===== config.mk =====
export PLATFORM = sky130hd
export DESIGN_NAME = frx_exec
export DESIGN_NICKNAME = d
export VERILOG_FILES = /design/src/common/frx_pkg.sv /design/src/hdl/frx_decode.sv /design/src/hdl/frx_exec.sv
export SDC_FILE = /design/constraint.sdc
export NUM_CORES = 1
export LEC_CHECK = 0
export ABC_AREA = 1
export ABC_CLOCK_PERIOD_IN_PS = 4100
export BUFFER_PORTS_ARGS = -buffer_cell sky130_fd_sc_hd__buf_2
export CAP_MARGIN = 20
export CORE_ASPECT_RATIO = 0.5
export CORE_UTILIZATION = 25
export DETAILED_ROUTE_END_ITERATION = 10
export PLACE_DENSITY_LB_ADDON = 0.2
export SYNTH_ARGS = -nofsm -noshare
export SYNTH_HDL_FRONTEND = slang
export SYNTH_HIERARCHICAL = 1
export SYNTH_SLANG_ARGS = --single-unit

===== constraint.sdc =====
create_clock -name clock_i -period 4.1 [get_ports clock_i]
set_input_delay 0.615 -clock clock_i [delete_from_list [all_inputs] [get_ports clock_i]]
set_output_delay 0.615 -clock clock_i [all_outputs]
set_load 0.05 [all_outputs]

===== src/common/frx_pkg.sv =====
package frx_pkg;
  localparam int DATA_W = 8;
  localparam int ADDR_W = 7;
  localparam int INSN_W = 14;
  localparam logic [DATA_W-1:0] ACC_RST = 8'h00;
  localparam logic ZERO_RST = 1'b0;
  localparam logic DEST_ACC = 1'b0;
  localparam logic DEST_FILE = 1'b1;
  // opcode top-bit patterns of the 14-bit instruction word
  localparam logic [5:0] OPC_OR_FILE = 6'h04;
  localparam logic [5:0] OPC_MOVE_FILE = 6'h08;
  localparam logic [6:0] OPC_STORE_ACC = 7'h01;
  localparam logic [3:0] OPC_LOAD_LIT = 4'hc;
  localparam logic [INSN_W-1:0] OPC_NOP = 14'h0000;
  localparam logic [INSN_W-1:0] NOP_MASK = 14'h3f9f;

  typedef enum logic [2:0] {
    FRX_OP_NONE,
    FRX_OP_OR_FILE,
    FRX_OP_MOVE_FILE,
    FRX_OP_STORE_ACC,
    FRX_OP_LOAD_LIT
  } frx_op_t;

  typedef struct packed {
    frx_op_t op;
    logic dest;
    logic [ADDR_W-1:0] addr;
    logic [DATA_W-1:0] lit;
  } frx_dec_t;

  typedef struct packed {
    logic we;
    logic [ADDR_W-1:0] addr;
    logic [DATA_W-1:0] data;
  } frx_wr_t;
endpackage


===== src/hdl/frx_decode.sv =====
`timescale 1ns/1ps
module frx_decode
  import frx_pkg::*;
(
  input wire logic [INSN_W-1:0] insn_i,
  output frx_dec_t dec_o
);
  always_comb begin
    dec_o.op = FRX_OP_NONE;
    dec_o.dest = insn_i[7];
    dec_o.addr = insn_i[6:0];
    dec_o.lit = insn_i[7:0];
    if (insn_i[13:8] == OPC_OR_FILE) begin
      dec_o.op = FRX_OP_OR_FILE;
    end else if (insn_i[13:8] == OPC_MOVE_FILE) begin
      dec_o.op = FRX_OP_MOVE_FILE;
    end else if (insn_i[13:7] == OPC_STORE_ACC) begin
      dec_o.op = FRX_OP_STORE_ACC;
    end else if (insn_i[13:10] == OPC_LOAD_LIT) begin
      dec_o.op = FRX_OP_LOAD_LIT;
    end
  end
endmodule


===== src/hdl/frx_exec.sv =====
`timescale 1ns/1ps
module frx_exec
  import frx_pkg::*;
(
  input wire logic clock_i,
  input wire logic rst_i,
  input wire logic insn_valid_i,
  input wire logic [INSN_W-1:0] insn_i,
  input wire logic [DATA_W-1:0] file_rdata_i,
  output logic [ADDR_W-1:0] file_raddr_o,
  output frx_wr_t file_wr_o,
  output logic [DATA_W-1:0] acc_o,
  output logic zero_o
);
  frx_dec_t dec;
  logic do_or;
  logic do_move;
  logic do_store;
  logic do_load;
  logic to_acc;
  logic to_file;
  logic [DATA_W-1:0] or_value;
  logic [DATA_W-1:0] result;
  logic [DATA_W-1:0] wdata_sel;
  logic result_zero;
  logic acc_load;
  logic zero_load;
  logic file_write;
  logic [DATA_W-1:0] acc_q;
  logic zero_q;
  logic we_q;
  logic [ADDR_W-1:0] waddr_q;
  logic [DATA_W-1:0] wdata_q;

  frx_decode u_dec (
    .insn_i(insn_i),
    .dec_o(dec)
  );

  ////////////////////////////////////////////////////////////////////////
  // file read address is combinational so the whole op is one cycle
  assign file_raddr_o = dec.addr;

  ////////////////////////////////////////////////////////////////////////
  // one strobe per instruction class, only on a valid edge
  always_comb begin
    do_or = 1'b0;
    do_move = 1'b0;
    do_store = 1'b0;
    do_load = 1'b0;
    if (insn_valid_i) begin
      case (dec.op)
        FRX_OP_OR_FILE: begin
          do_or = 1'b1;
        end
        FRX_OP_MOVE_FILE: begin
          do_move = 1'b1;
        end
        FRX_OP_STORE_ACC: begin
          do_store = 1'b1;
        end
        FRX_OP_LOAD_LIT: begin
          do_load = 1'b1;
        end
        default: begin
          do_or = 1'b0;
        end
      endcase
    end
  end

  // destination selector
  always_comb begin
    to_acc = 1'b0;
    to_file = 1'b0;
    if (dec.dest == DEST_FILE) begin
      to_file = 1'b1;
    end else begin
      to_acc = 1'b1;
    end
  end

  ////////////////////////////////////////////////////////////////////////
  // data path
  assign or_value = acc_q | file_rdata_i;

  always_comb begin
    result = acc_q;
    case (dec.op)
      FRX_OP_OR_FILE: begin
        result = or_value;
      end
      FRX_OP_MOVE_FILE: begin
        result = file_rdata_i;
      end
      FRX_OP_STORE_ACC: begin
        result = acc_q;
      end
      FRX_OP_LOAD_LIT: begin
        result = dec.lit;
      end
      default: begin
        result = acc_q;
      end
    endcase
  end

  // zero test of whatever the instruction produced
  always_comb begin
    result_zero = 1'b0;
    if (result == '0) begin
      result_zero = 1'b1;
    end
  end

  // value offered to the file write port
  always_comb begin
    wdata_sel = acc_q;
    if (do_or) begin
      wdata_sel = or_value;
    end
    if (do_move) begin
      wdata_sel = file_rdata_i;
    end
    if (do_store) begin
      wdata_sel = acc_q;
    end
  end

  ////////////////////////////////////////////////////////////////////////
  // update enables
  always_comb begin
    acc_load = 1'b0;
    if (do_or && to_acc) begin
      acc_load = 1'b1;
    end
    if (do_move && to_acc) begin
      acc_load = 1'b1;
    end
    if (do_load) begin
      acc_load = 1'b1;
    end
  end

  always_comb begin
    zero_load = 1'b0;
    if (do_or) begin
      zero_load = 1'b1;
    end
    if (do_move) begin
      zero_load = 1'b1;
    end
  end

  always_comb begin
    file_write = 1'b0;
    if (do_or && to_file) begin
      file_write = 1'b1;
    end
    if (do_move && to_file) begin
      file_write = 1'b1;
    end
    if (do_store) begin
      file_write = 1'b1;
    end
  end

  ////////////////////////////////////////////////////////////////////////
  // accumulator
  always_ff @(posedge clock_i) begin
    if (rst_i) begin
      acc_q <= ACC_RST;
    end else if (acc_load) begin
      acc_q <= result;
    end
  end

  // zero flag; store, load and no-op leave it alone
  always_ff @(posedge clock_i) begin
    if (rst_i) begin
      zero_q <= ZERO_RST;
    end else if (zero_load) begin
      zero_q <= result_zero;
    end
  end

  // write strobe, a one-cycle pulse
  always_ff @(posedge clock_i) begin
    if (rst_i) begin
      we_q <= 1'b0;
    end else begin
      we_q <= file_write;
    end
  end

  // write address and data hold between writes, so the bus stays quiet
  always_ff @(posedge clock_i) begin
    if (rst_i) begin
      waddr_q <= '0;
    end else if (file_write) begin
      waddr_q <= dec.addr;
    end
  end

  // data only meaningful while the strobe is high
  always_ff @(posedge clock_i) begin
    if (rst_i) begin
      wdata_q <= '0;
    end else if (file_write) begin
      wdata_q <= wdata_sel;
    end
  end

  ////////////////////////////////////////////////////////////////////////
  // outputs
  assign acc_o = acc_q;
  assign zero_o = zero_q;
  assign file_wr_o = '{we: we_q, addr: waddr_q, data: wdata_q};
endmodule


# == Word-level counts from Yosys, hierarchy flattened ==
# Cells that the tools add are included.
# word_totals
register_bits,25
out_inout_bits,32
# classes
n_eq_ne,8
n_mux,27
n_bitwise,1
reduce_logical,5
# ops
cell,n
two-way mux 8 bit,3
one-hot mux 8 bit (3 select lines),1
two-way mux 1 bit,19
two-way mux 3 bit,4
zero test 8 bit,1
bitwise OR 8 bit,1
"== test 7 x 1 -> 1 bit, second input constant",1
"== test 3 x 2 -> 1 bit, second input constant",2
"== test 6 x 3 -> 1 bit, second input constant",1
"== test 6 x 4 -> 1 bit, second input constant",1
"== test 4 bit, second input constant",1
logical AND 1 bit,4
"== test 3 x 1 -> 1 bit, second input constant",1
"== test 3 bit, second input constant",1

# == Longest topological paths before layout ==
# Gate-level depths: netlist of run 1.
# depth
depth_word,12
depth_mapped,14
mapped_depth_nobuf,13

# == Cells and area by module ==
# Netlist of run 1, hierarchy kept.
# by_module_without_submodules
mod,n_inst,cells_per_inst,area_each_um2
frx_exec,1,189,1391.3
frx_decode,1,25,162.7

# == Worst setup path before layout of run 1 ==
# Ideal clock, no wire load.
# synth_path
path_kind,in2reg
startpoint,in insn_i[9]
endpoint,reg wdata_q[1]
arrival_time_ps,2019
required_time_ps,4025
slack_ps,2007
path_stages,10
n_path_buf,1
cell_sequence,nor2_1 > nand2_1 > nor2_1 > nand3_4 > nand2_4 > nand2_4 > o21ai_4 > buf_6 > o21ai_1 > a31oi_2
# synth_lines
element,line,rtl
start: declaration,frx_exec.sv:8,"input wire logic [INSN_W-1:0] insn_i,"
end signal: assignment,frx_exec.sv:210,wdata_q <= wdata_sel;
end: declaration,frx_exec.sv:33,logic [DATA_W-1:0] wdata_q;

==> results by group, run 1 <==
Status
  • Status: completed

Synthesis
  • Yosys cell types: 32
  • Syn nets: 239
  • Seq cells post-synth: 25
  • Xor/xnor share of the synthesized area: 0%
  • Mean post-synth cell area: 7.262 sq um
  • Multiplexer area fraction after synthesis: 0%
  • Synth top area share: 32.21%
  • Mapped Cells: 214
  • Seq/Total Area, Yosys: 32.21%
  • Compound-Gate Fraction of Synth Area: 24.96%
  • Largest family of logic cells by synthesized area: simple AND/OR/NAND/NOR gates
  • Synth warnings: 6
  • Area share of and/or/nand/nor cells after synthesis: 26.09%
  • Synth area leaders: dfxtp_1 (32%), buf_4 (8.2%), nand2_1 (8.2%), nor2_1 (6.3%), o21ai_0 (6.1%)
  • Synth Area in Adders: 0%
  • Synthesized area: 1554 sq um
  • Synth area leader: dfxtp_1

Global route
  • Total gr overflow: 0
  • GR Util All Layers: 13.20%
  • Largest net degree at the start of global routing: 23
  • Initial antenna violation count: 0
  • Vias in the first global route: 1319
  • First-pass GRT wire length: 6658 microns

Finish
  • Commonest non-fill, non-tap cell in the layout: buf_2
  • Nets: 278
  • Final Util: 32.39%
  • Layout area overhead: 19.40%
  • Ant. Diodes: 0
  • Commonest non-fill, non-tap cells in the layout: buf_2 (56), nand2_1 (34), nor2_1 (26)
  • Share of cells above drive strength 1: 35.71%

STA
  • F_max: 368.0 MHz
  • Clock skew: 0.001793 ns
  • Hold Fails Final Rpt: 0
  • Unrepaired setup endpoints after global routing: false
  • Hold_ws: 0.4612 ns
  • Tcrit/Tclk final: 66.28%
  • Crit path time final: 2.718 ns
  • Actual slew at the worst max-slew pin: 0.6740 ns
  • Worst slew margin: 54.90%
  • Endpoints failing setup: 0
  • Pins Over Slew Limit: 0
  • Final TNS setup: 0 ns

CTS
  • CTS H-tree depth: 1
  • Post-CTS Setup Bufs: 0
  • # clock sinks: 25
  • Clk pin slew, worst setup/hold paths: 0.07 ns
  • Clk buf depth: 2
  • CTS tree: yes
  • Post-CTS Resized: 0
  • CTS Root Cell: clkbuf_16
  • Worst skew pair latency: 0.26 ns
  • Num CTS Buffers: 3
  • CTS Hold Bufs: 0

Routing
  • Drc violations: 0
  • Via density: 4.423
  • DRT antenna net count: 0
  • Drt wl/cell: 12.70 microns
  • Routed WL: 4268 microns
  • 1st-iter DRT viols: 97
  • Vias: 1486
  • DR pass1 iterations: 4

Floorplan
  • Die Span X: 113.5 microns
  • Core area: 5729 sq um
  • # rows: 19
  • I/O pin cnt: 57
  • Initial Util: 27.12%
  • Die area: 6555 sq um
  • Die height: 57.75 microns

Setup path
  • Maximum fanout count along the critical path: 22
  • Type of origin of the critical path: input pin
  • Most Frequent Cell on Critical Path: nor2_1
  • Slowest CP cell: nor2_1
  • CP bufs+invs: 2
  • Arrival time at the worst endpoint: 2.88 ns
  • Critical Path Max Stage Delay: 0.54 ns
  • CP Class: input pin to register
  • Worst path top cell family by delay: simple AND/OR/NAND/NOR gates
  • Worst Path Required: 4.26 ns
  • Crit path cell chain: buf_2 -> nor2_1 -> nand2_1 -> nor2_1 -> nand2_4 -> nand2_4 -> nand2_4 -> o21ai_4 -> inv_2 -> nor2_1 -> nor2_1
  • Crit end category: register

Place
  • Port bufs: 56
  • Dpl hpwl: 3380 microns
  • Routability Congestion: 0.8762

Pwr
  • P_leak: 0.0008597 uW
  • P per Cell Area: 301.8 nW/um^2
  • Max VDD drop: 0.1553 mV

Flow run
  • Max-Cap Viols: 0

Worst hold path
  • Worst min-delay path class: register to register
## cell families after synthesis
family                 after synthesis
and+or+nand+nor                     86
AOI/OAI and AO/OA                   57
buffers and inverters               46
DFF                                 25
## synthesized netlist by cell type (all sizes together)
cell type / count
o211ai: 2
a21boi: 2
buf: 22
inv: 23
dfxtp: 25
nor2: 28
a211oi: 2
nand2: 42
a31oi: 5
o21ai: 24
o21bai: 2
nand3: 15
clkbuf: 1
a21oi: 17
o22ai: 3
nor3: 1
## power by group
| group | switching, uW | internal, uW | total (uW) |
|---|---|---|---|
| clock network | 92.2 | 133 | 225 |
| registers | 2.30 | 246 | 248 |
| logic | 62.7 | 24.1 | 86.9 |
| total | 157 | 403 | 560 |
## metal layers
layer	track usage, %	routed length [microns]	vias to the layer above
li1	-	-	770
met1	19.44	2261	665
met2	18.38	1708	45
met3	3.975	250	6
met4	3.571	48	0
met5	0	0	-
## cell type report
cell class | instances | area [sq um]
Fill cell | 629 | 3874
Multi-Input combinational cell | 143 | 793.3
Sequential cell | 25 | 500.5
Timing Repair Buffer | 57 | 287.8
Tap cell | 84 | 105.1
Inverter | 23 | 86.33
Clock buffer | 3 | 75.07
Clock inverter | 1 | 7.507
## final timing paths
kind                                  from    endpoint  slack [ns]  depth (start not counted)
worst max-delay path            insn_i[13]  wdata_q[7]        1.38                         11
worst min register to register  waddr_q[0]  waddr_q[0]        0.46                          2
worst min-delay path            waddr_q[0]  waddr_q[0]        0.46                          2
worst max register to register    acc_o[4]      zero_o        2.81                          9
## tightest hold or removal path, stage by stage (launching register included)
cell and delay [ns]:
dfxtp_1 0.31, nand2_1 0.06, a21oi_1 0.05
## flip-flops by register name, summed over array words and instances, names as in the netlist
signal   cells
acc_o        8
wdata_q      8
waddr_q      7
we_q         1
zero_o       1
## metrics by stage
step	total power (uW)	worst slack (ns)	area (sq um)	cells
2_1_floorplan	321.7	2.007	1554	214
3_3_place_gp	341.1	1.196	1773	332
3_5_place_dp	341.1	1.122	1773	332
4_1_cts	566.8	1.394	1856	336
5_1_grt	588.9	1.168	1856	336
6_report	560.1	1.382	1856	336
Power figures use the tool's default switching activity.
==> run 2, diff against run 1 <==
--- a/config.mk
+++ b/config.mk
@@ -6,7 +6,7 @@
 export NUM_CORES = 1
 export LEC_CHECK = 0
 export ABC_AREA = 1
-export ABC_CLOCK_PERIOD_IN_PS = 4100
+export ABC_CLOCK_PERIOD_IN_PS = 2200
 export BUFFER_PORTS_ARGS = -buffer_cell sky130_fd_sc_hd__buf_2
 export CAP_MARGIN = 20
 export CORE_ASPECT_RATIO = 0.5
==> constraint.sdc (replaced) <==
create_clock -name clock_i -period 2.2 [get_ports clock_i]
set_input_delay 0.33 -clock clock_i [delete_from_list [all_inputs] [get_ports clock_i]]
set_output_delay 0.33 -clock clock_i [all_outputs]
set_load 0.05 [all_outputs]
==> run 2 against run 1 <==
Total power up 87%. Sequential power up 87%. Hold slack worse by 0.12 ns. Setup slack worse by 1.0 ns. Clock power up 88%. Cell count up 1.2%. Die area unchanged. Global-route usage up 0.49 points.
==> results by group, run 2 (synthesis gave the netlist of run 1 again) <==
Place
  • Routability Congestion: 0.8710 (was 0.8762)
  • Port bufs: 56 (unchanged)
  • Dpl hpwl: 3347 microns (was 3380 microns)
  • Post-Place Cells: 336 (was 332)

Floorplan
  • Die height: 57.75 microns (unchanged)
  • Core area: 5729 sq um (unchanged)
  • Die Span X: 113.5 microns (unchanged)
  • Initial Util: 27.12% (unchanged)
  • I/O pin cnt: 57 (unchanged)
  • Die area: 6555 sq um (unchanged)
  • # rows: 19 (unchanged)

Setup path
  • CP Class: input pin to register (unchanged)
  • Crit end category: register (unchanged)
  • Arrival time at the worst endpoint: 2.02 ns (was 2.88 ns)
  • Slowest CP cell: o21ai_4 (was nor2_1)
  • Type of origin of the critical path: input pin (unchanged)
  • Maximum fanout count along the critical path: 13 (was 22)
  • Critical Path Max Stage Delay: 0.34 ns (was 0.54 ns)
  • Crit path cell chain: buf_2 -> nor2_1 -> nand2_1 -> nor2_1 -> buf_4 -> nand3_4 -> nand2_4 -> nand2_4 -> o21ai_4 -> buf_12 -> o21ai_1 -> a31oi_2 (was buf_2 -> nor2_1 -> nand2_1 -> nor2_1 -> nand2_4 -> nand2_4 -> nand2_4 -> o21ai_4 -> inv_2 -> nor2_1 -> nor2_1)
  • Worst Path Required: 2.40 ns (was 4.26 ns)

Global route
  • Total gr overflow: 0 (unchanged)
  • Vias in the first global route: 1392 (was 1319)
  • Initial antenna violation count: 0 (unchanged)
  • GR Util All Layers: 13.69% (was 13.20%)
  • Largest net degree at the start of global routing: 16 (was 23)
  • First-pass GRT wire length: 6934 microns (was 6658 microns)

Finish
  • Share of cells above drive strength 1: 36.72% (was 35.71%)
  • Nets: 282 (was 278)
  • Layout area overhead: 22.14% (was 19.40%)
  • Fin cells: 340 (was 336)
  • Ant. Diodes: 0 (unchanged)
  • Commonest non-fill, non-tap cells in the layout: buf_2 (56), nand2_1 (34), nor2_1 (26) (unchanged)
  • Commonest non-fill, non-tap cell in the layout: buf_2 (unchanged)

Routing
  • Metal3 WL: 246 microns (was 250 microns)
  • Routed WL: 4101 microns (was 4268 microns)
  • Via density: 4.344 (was 4.423)
  • Drt wl/cell: 12.06 microns (was 12.70 microns)
  • Met1 WL: 2150 microns (was 2261 microns)
  • Top Layer Used: met4 (unchanged)
  • Drc violations: 0 (unchanged)
  • Vias: 1477 (was 1486)
  • DR pass1 iterations: 4 (unchanged)
  • DRT antenna net count: 0 (unchanged)
  • 1st-iter DRT viols: 81 (was 97)
  • Met2 Wirelength: 1690 microns (was 1708 microns)

CTS
  • Worst skew pair latency: 0.26 ns (about the same)
  • CTS Root Cell: clkbuf_16 (unchanged)
  • # clock sinks: 25 (unchanged)
  • CTS H-tree depth: 1 (unchanged)
  • CTS tree: yes (unchanged)
  • Clk pin slew, worst setup/hold paths: 0.07 ns (about the same)
  • Num CTS Buffers: 3 (unchanged)
  • CTS Hold Bufs: 0 (unchanged)
  • Clk buf depth: 2 (unchanged)
  • Post-CTS Resized: 0 (unchanged)
  • Post-CTS Setup Bufs: 0 (unchanged)

STA
  • Worst slew margin: 72.06% (was 54.90%)
  • Hold_ws: 0.3398 ns (was 0.4612 ns)
  • Tcrit/Tclk final: 82.60%
  • Pins Over Slew Limit: 0 (unchanged)
  • Hold Fails Final Rpt: 0 (unchanged)
  • Actual slew at the worst max-slew pin: 0.4187 ns (was 0.6740 ns)
  • Crit path time final: 1.817 ns
  • Clock skew: 0.004074 ns (was 0.001793 ns)
  • Final TNS setup: 0 ns (unchanged)
  • Endpoints failing setup: 0 (unchanged)
  • F_max: 550.3 MHz
  • Unrepaired setup endpoints after global routing: false (unchanged)

Pwr
  • P per Cell Area: 552.4 nW/um^2 (was 301.8 nW/um^2)
  • Max VDD drop: 0.2427 mV (was 0.1553 mV)
  • P_leak: 0.0008829 uW (was 0.0008597 uW)

Worst hold path
  • Worst min-delay path class: input pin to register (was register to register)

Status
  • Status: completed (unchanged)

Flow run
  • Max-Cap Viols: 0 (unchanged)
-- run 2: cell count changes in the layout (fill, tap and decap cells not counted) --
cell,delta
buf_4,+3
buf_12,+1
-- run 2: final timing paths --
| check | from | to | slack (ns) | cells after the start |
|---|---|---|---|---|
| worst max-delay path | insn_i[13] | wdata_q[1] | 0.38 | 12 |
| worst min-delay path | file_rdata_i[0] | wdata_q[0] | 0.34 | 3 |
| worst max register to register | acc_o[7] | zero_o | 0.97 | 9 |
| worst min register to register | waddr_q[0] | waddr_q[0] | 0.46 | 2 |
-- run 2: power breakdown --
part           switching, uW  internal, uW  total, uW
logic                    116          46.6        163
clock network            176           247        423
registers               4.06           459        463
total                    296           753       1050
-- run 2: critical path: cells and delay by family --
kind                   cells  cell delay (ns)
AO/OA/AOI/OAI              3             0.56
buffers and inverters      3             0.47
AND/OR/NAND/NOR            6             0.64
-- run 2: cell type report --
class | instances | area, sq um
Inverter | 23 | 86.33
Fill cell | 626 | 3831
Multi-Input combinational cell | 143 | 793.3
Sequential cell | 25 | 500.5
Timing Repair Buffer | 61 | 330.3
Tap cell | 84 | 105.1
Clock buffer | 3 | 75.07
Clock inverter | 1 | 7.507
-- run 2: per-layer routing --
| metal | GRT usage (%) | vias to the layer above |
|---|---|---|
| met4 | 3.947 | 0 |
| li1 | - | 775 |
| met1 | 19.86 | 660 |
| met5 | 0 | - |
| met3 | 3.870 | 2 |
| met2 | 19.60 | 40 |
-- run 2: metrics by stage --
step	util [%]	setup WS [ns]	cell area, sq um	total power (uW)
2_1_floorplan	-	0.3918	1554	599.6
3_3_place_gp	31.69	0.1749	1815	637.5
3_5_place_dp	31.69	0.1170	1815	637.3
4_1_cts	33.13	0.3935	1898	1063
5_1_grt	33.13	0.2496	1898	1097
6_report	33.13	0.3828	1898	1049
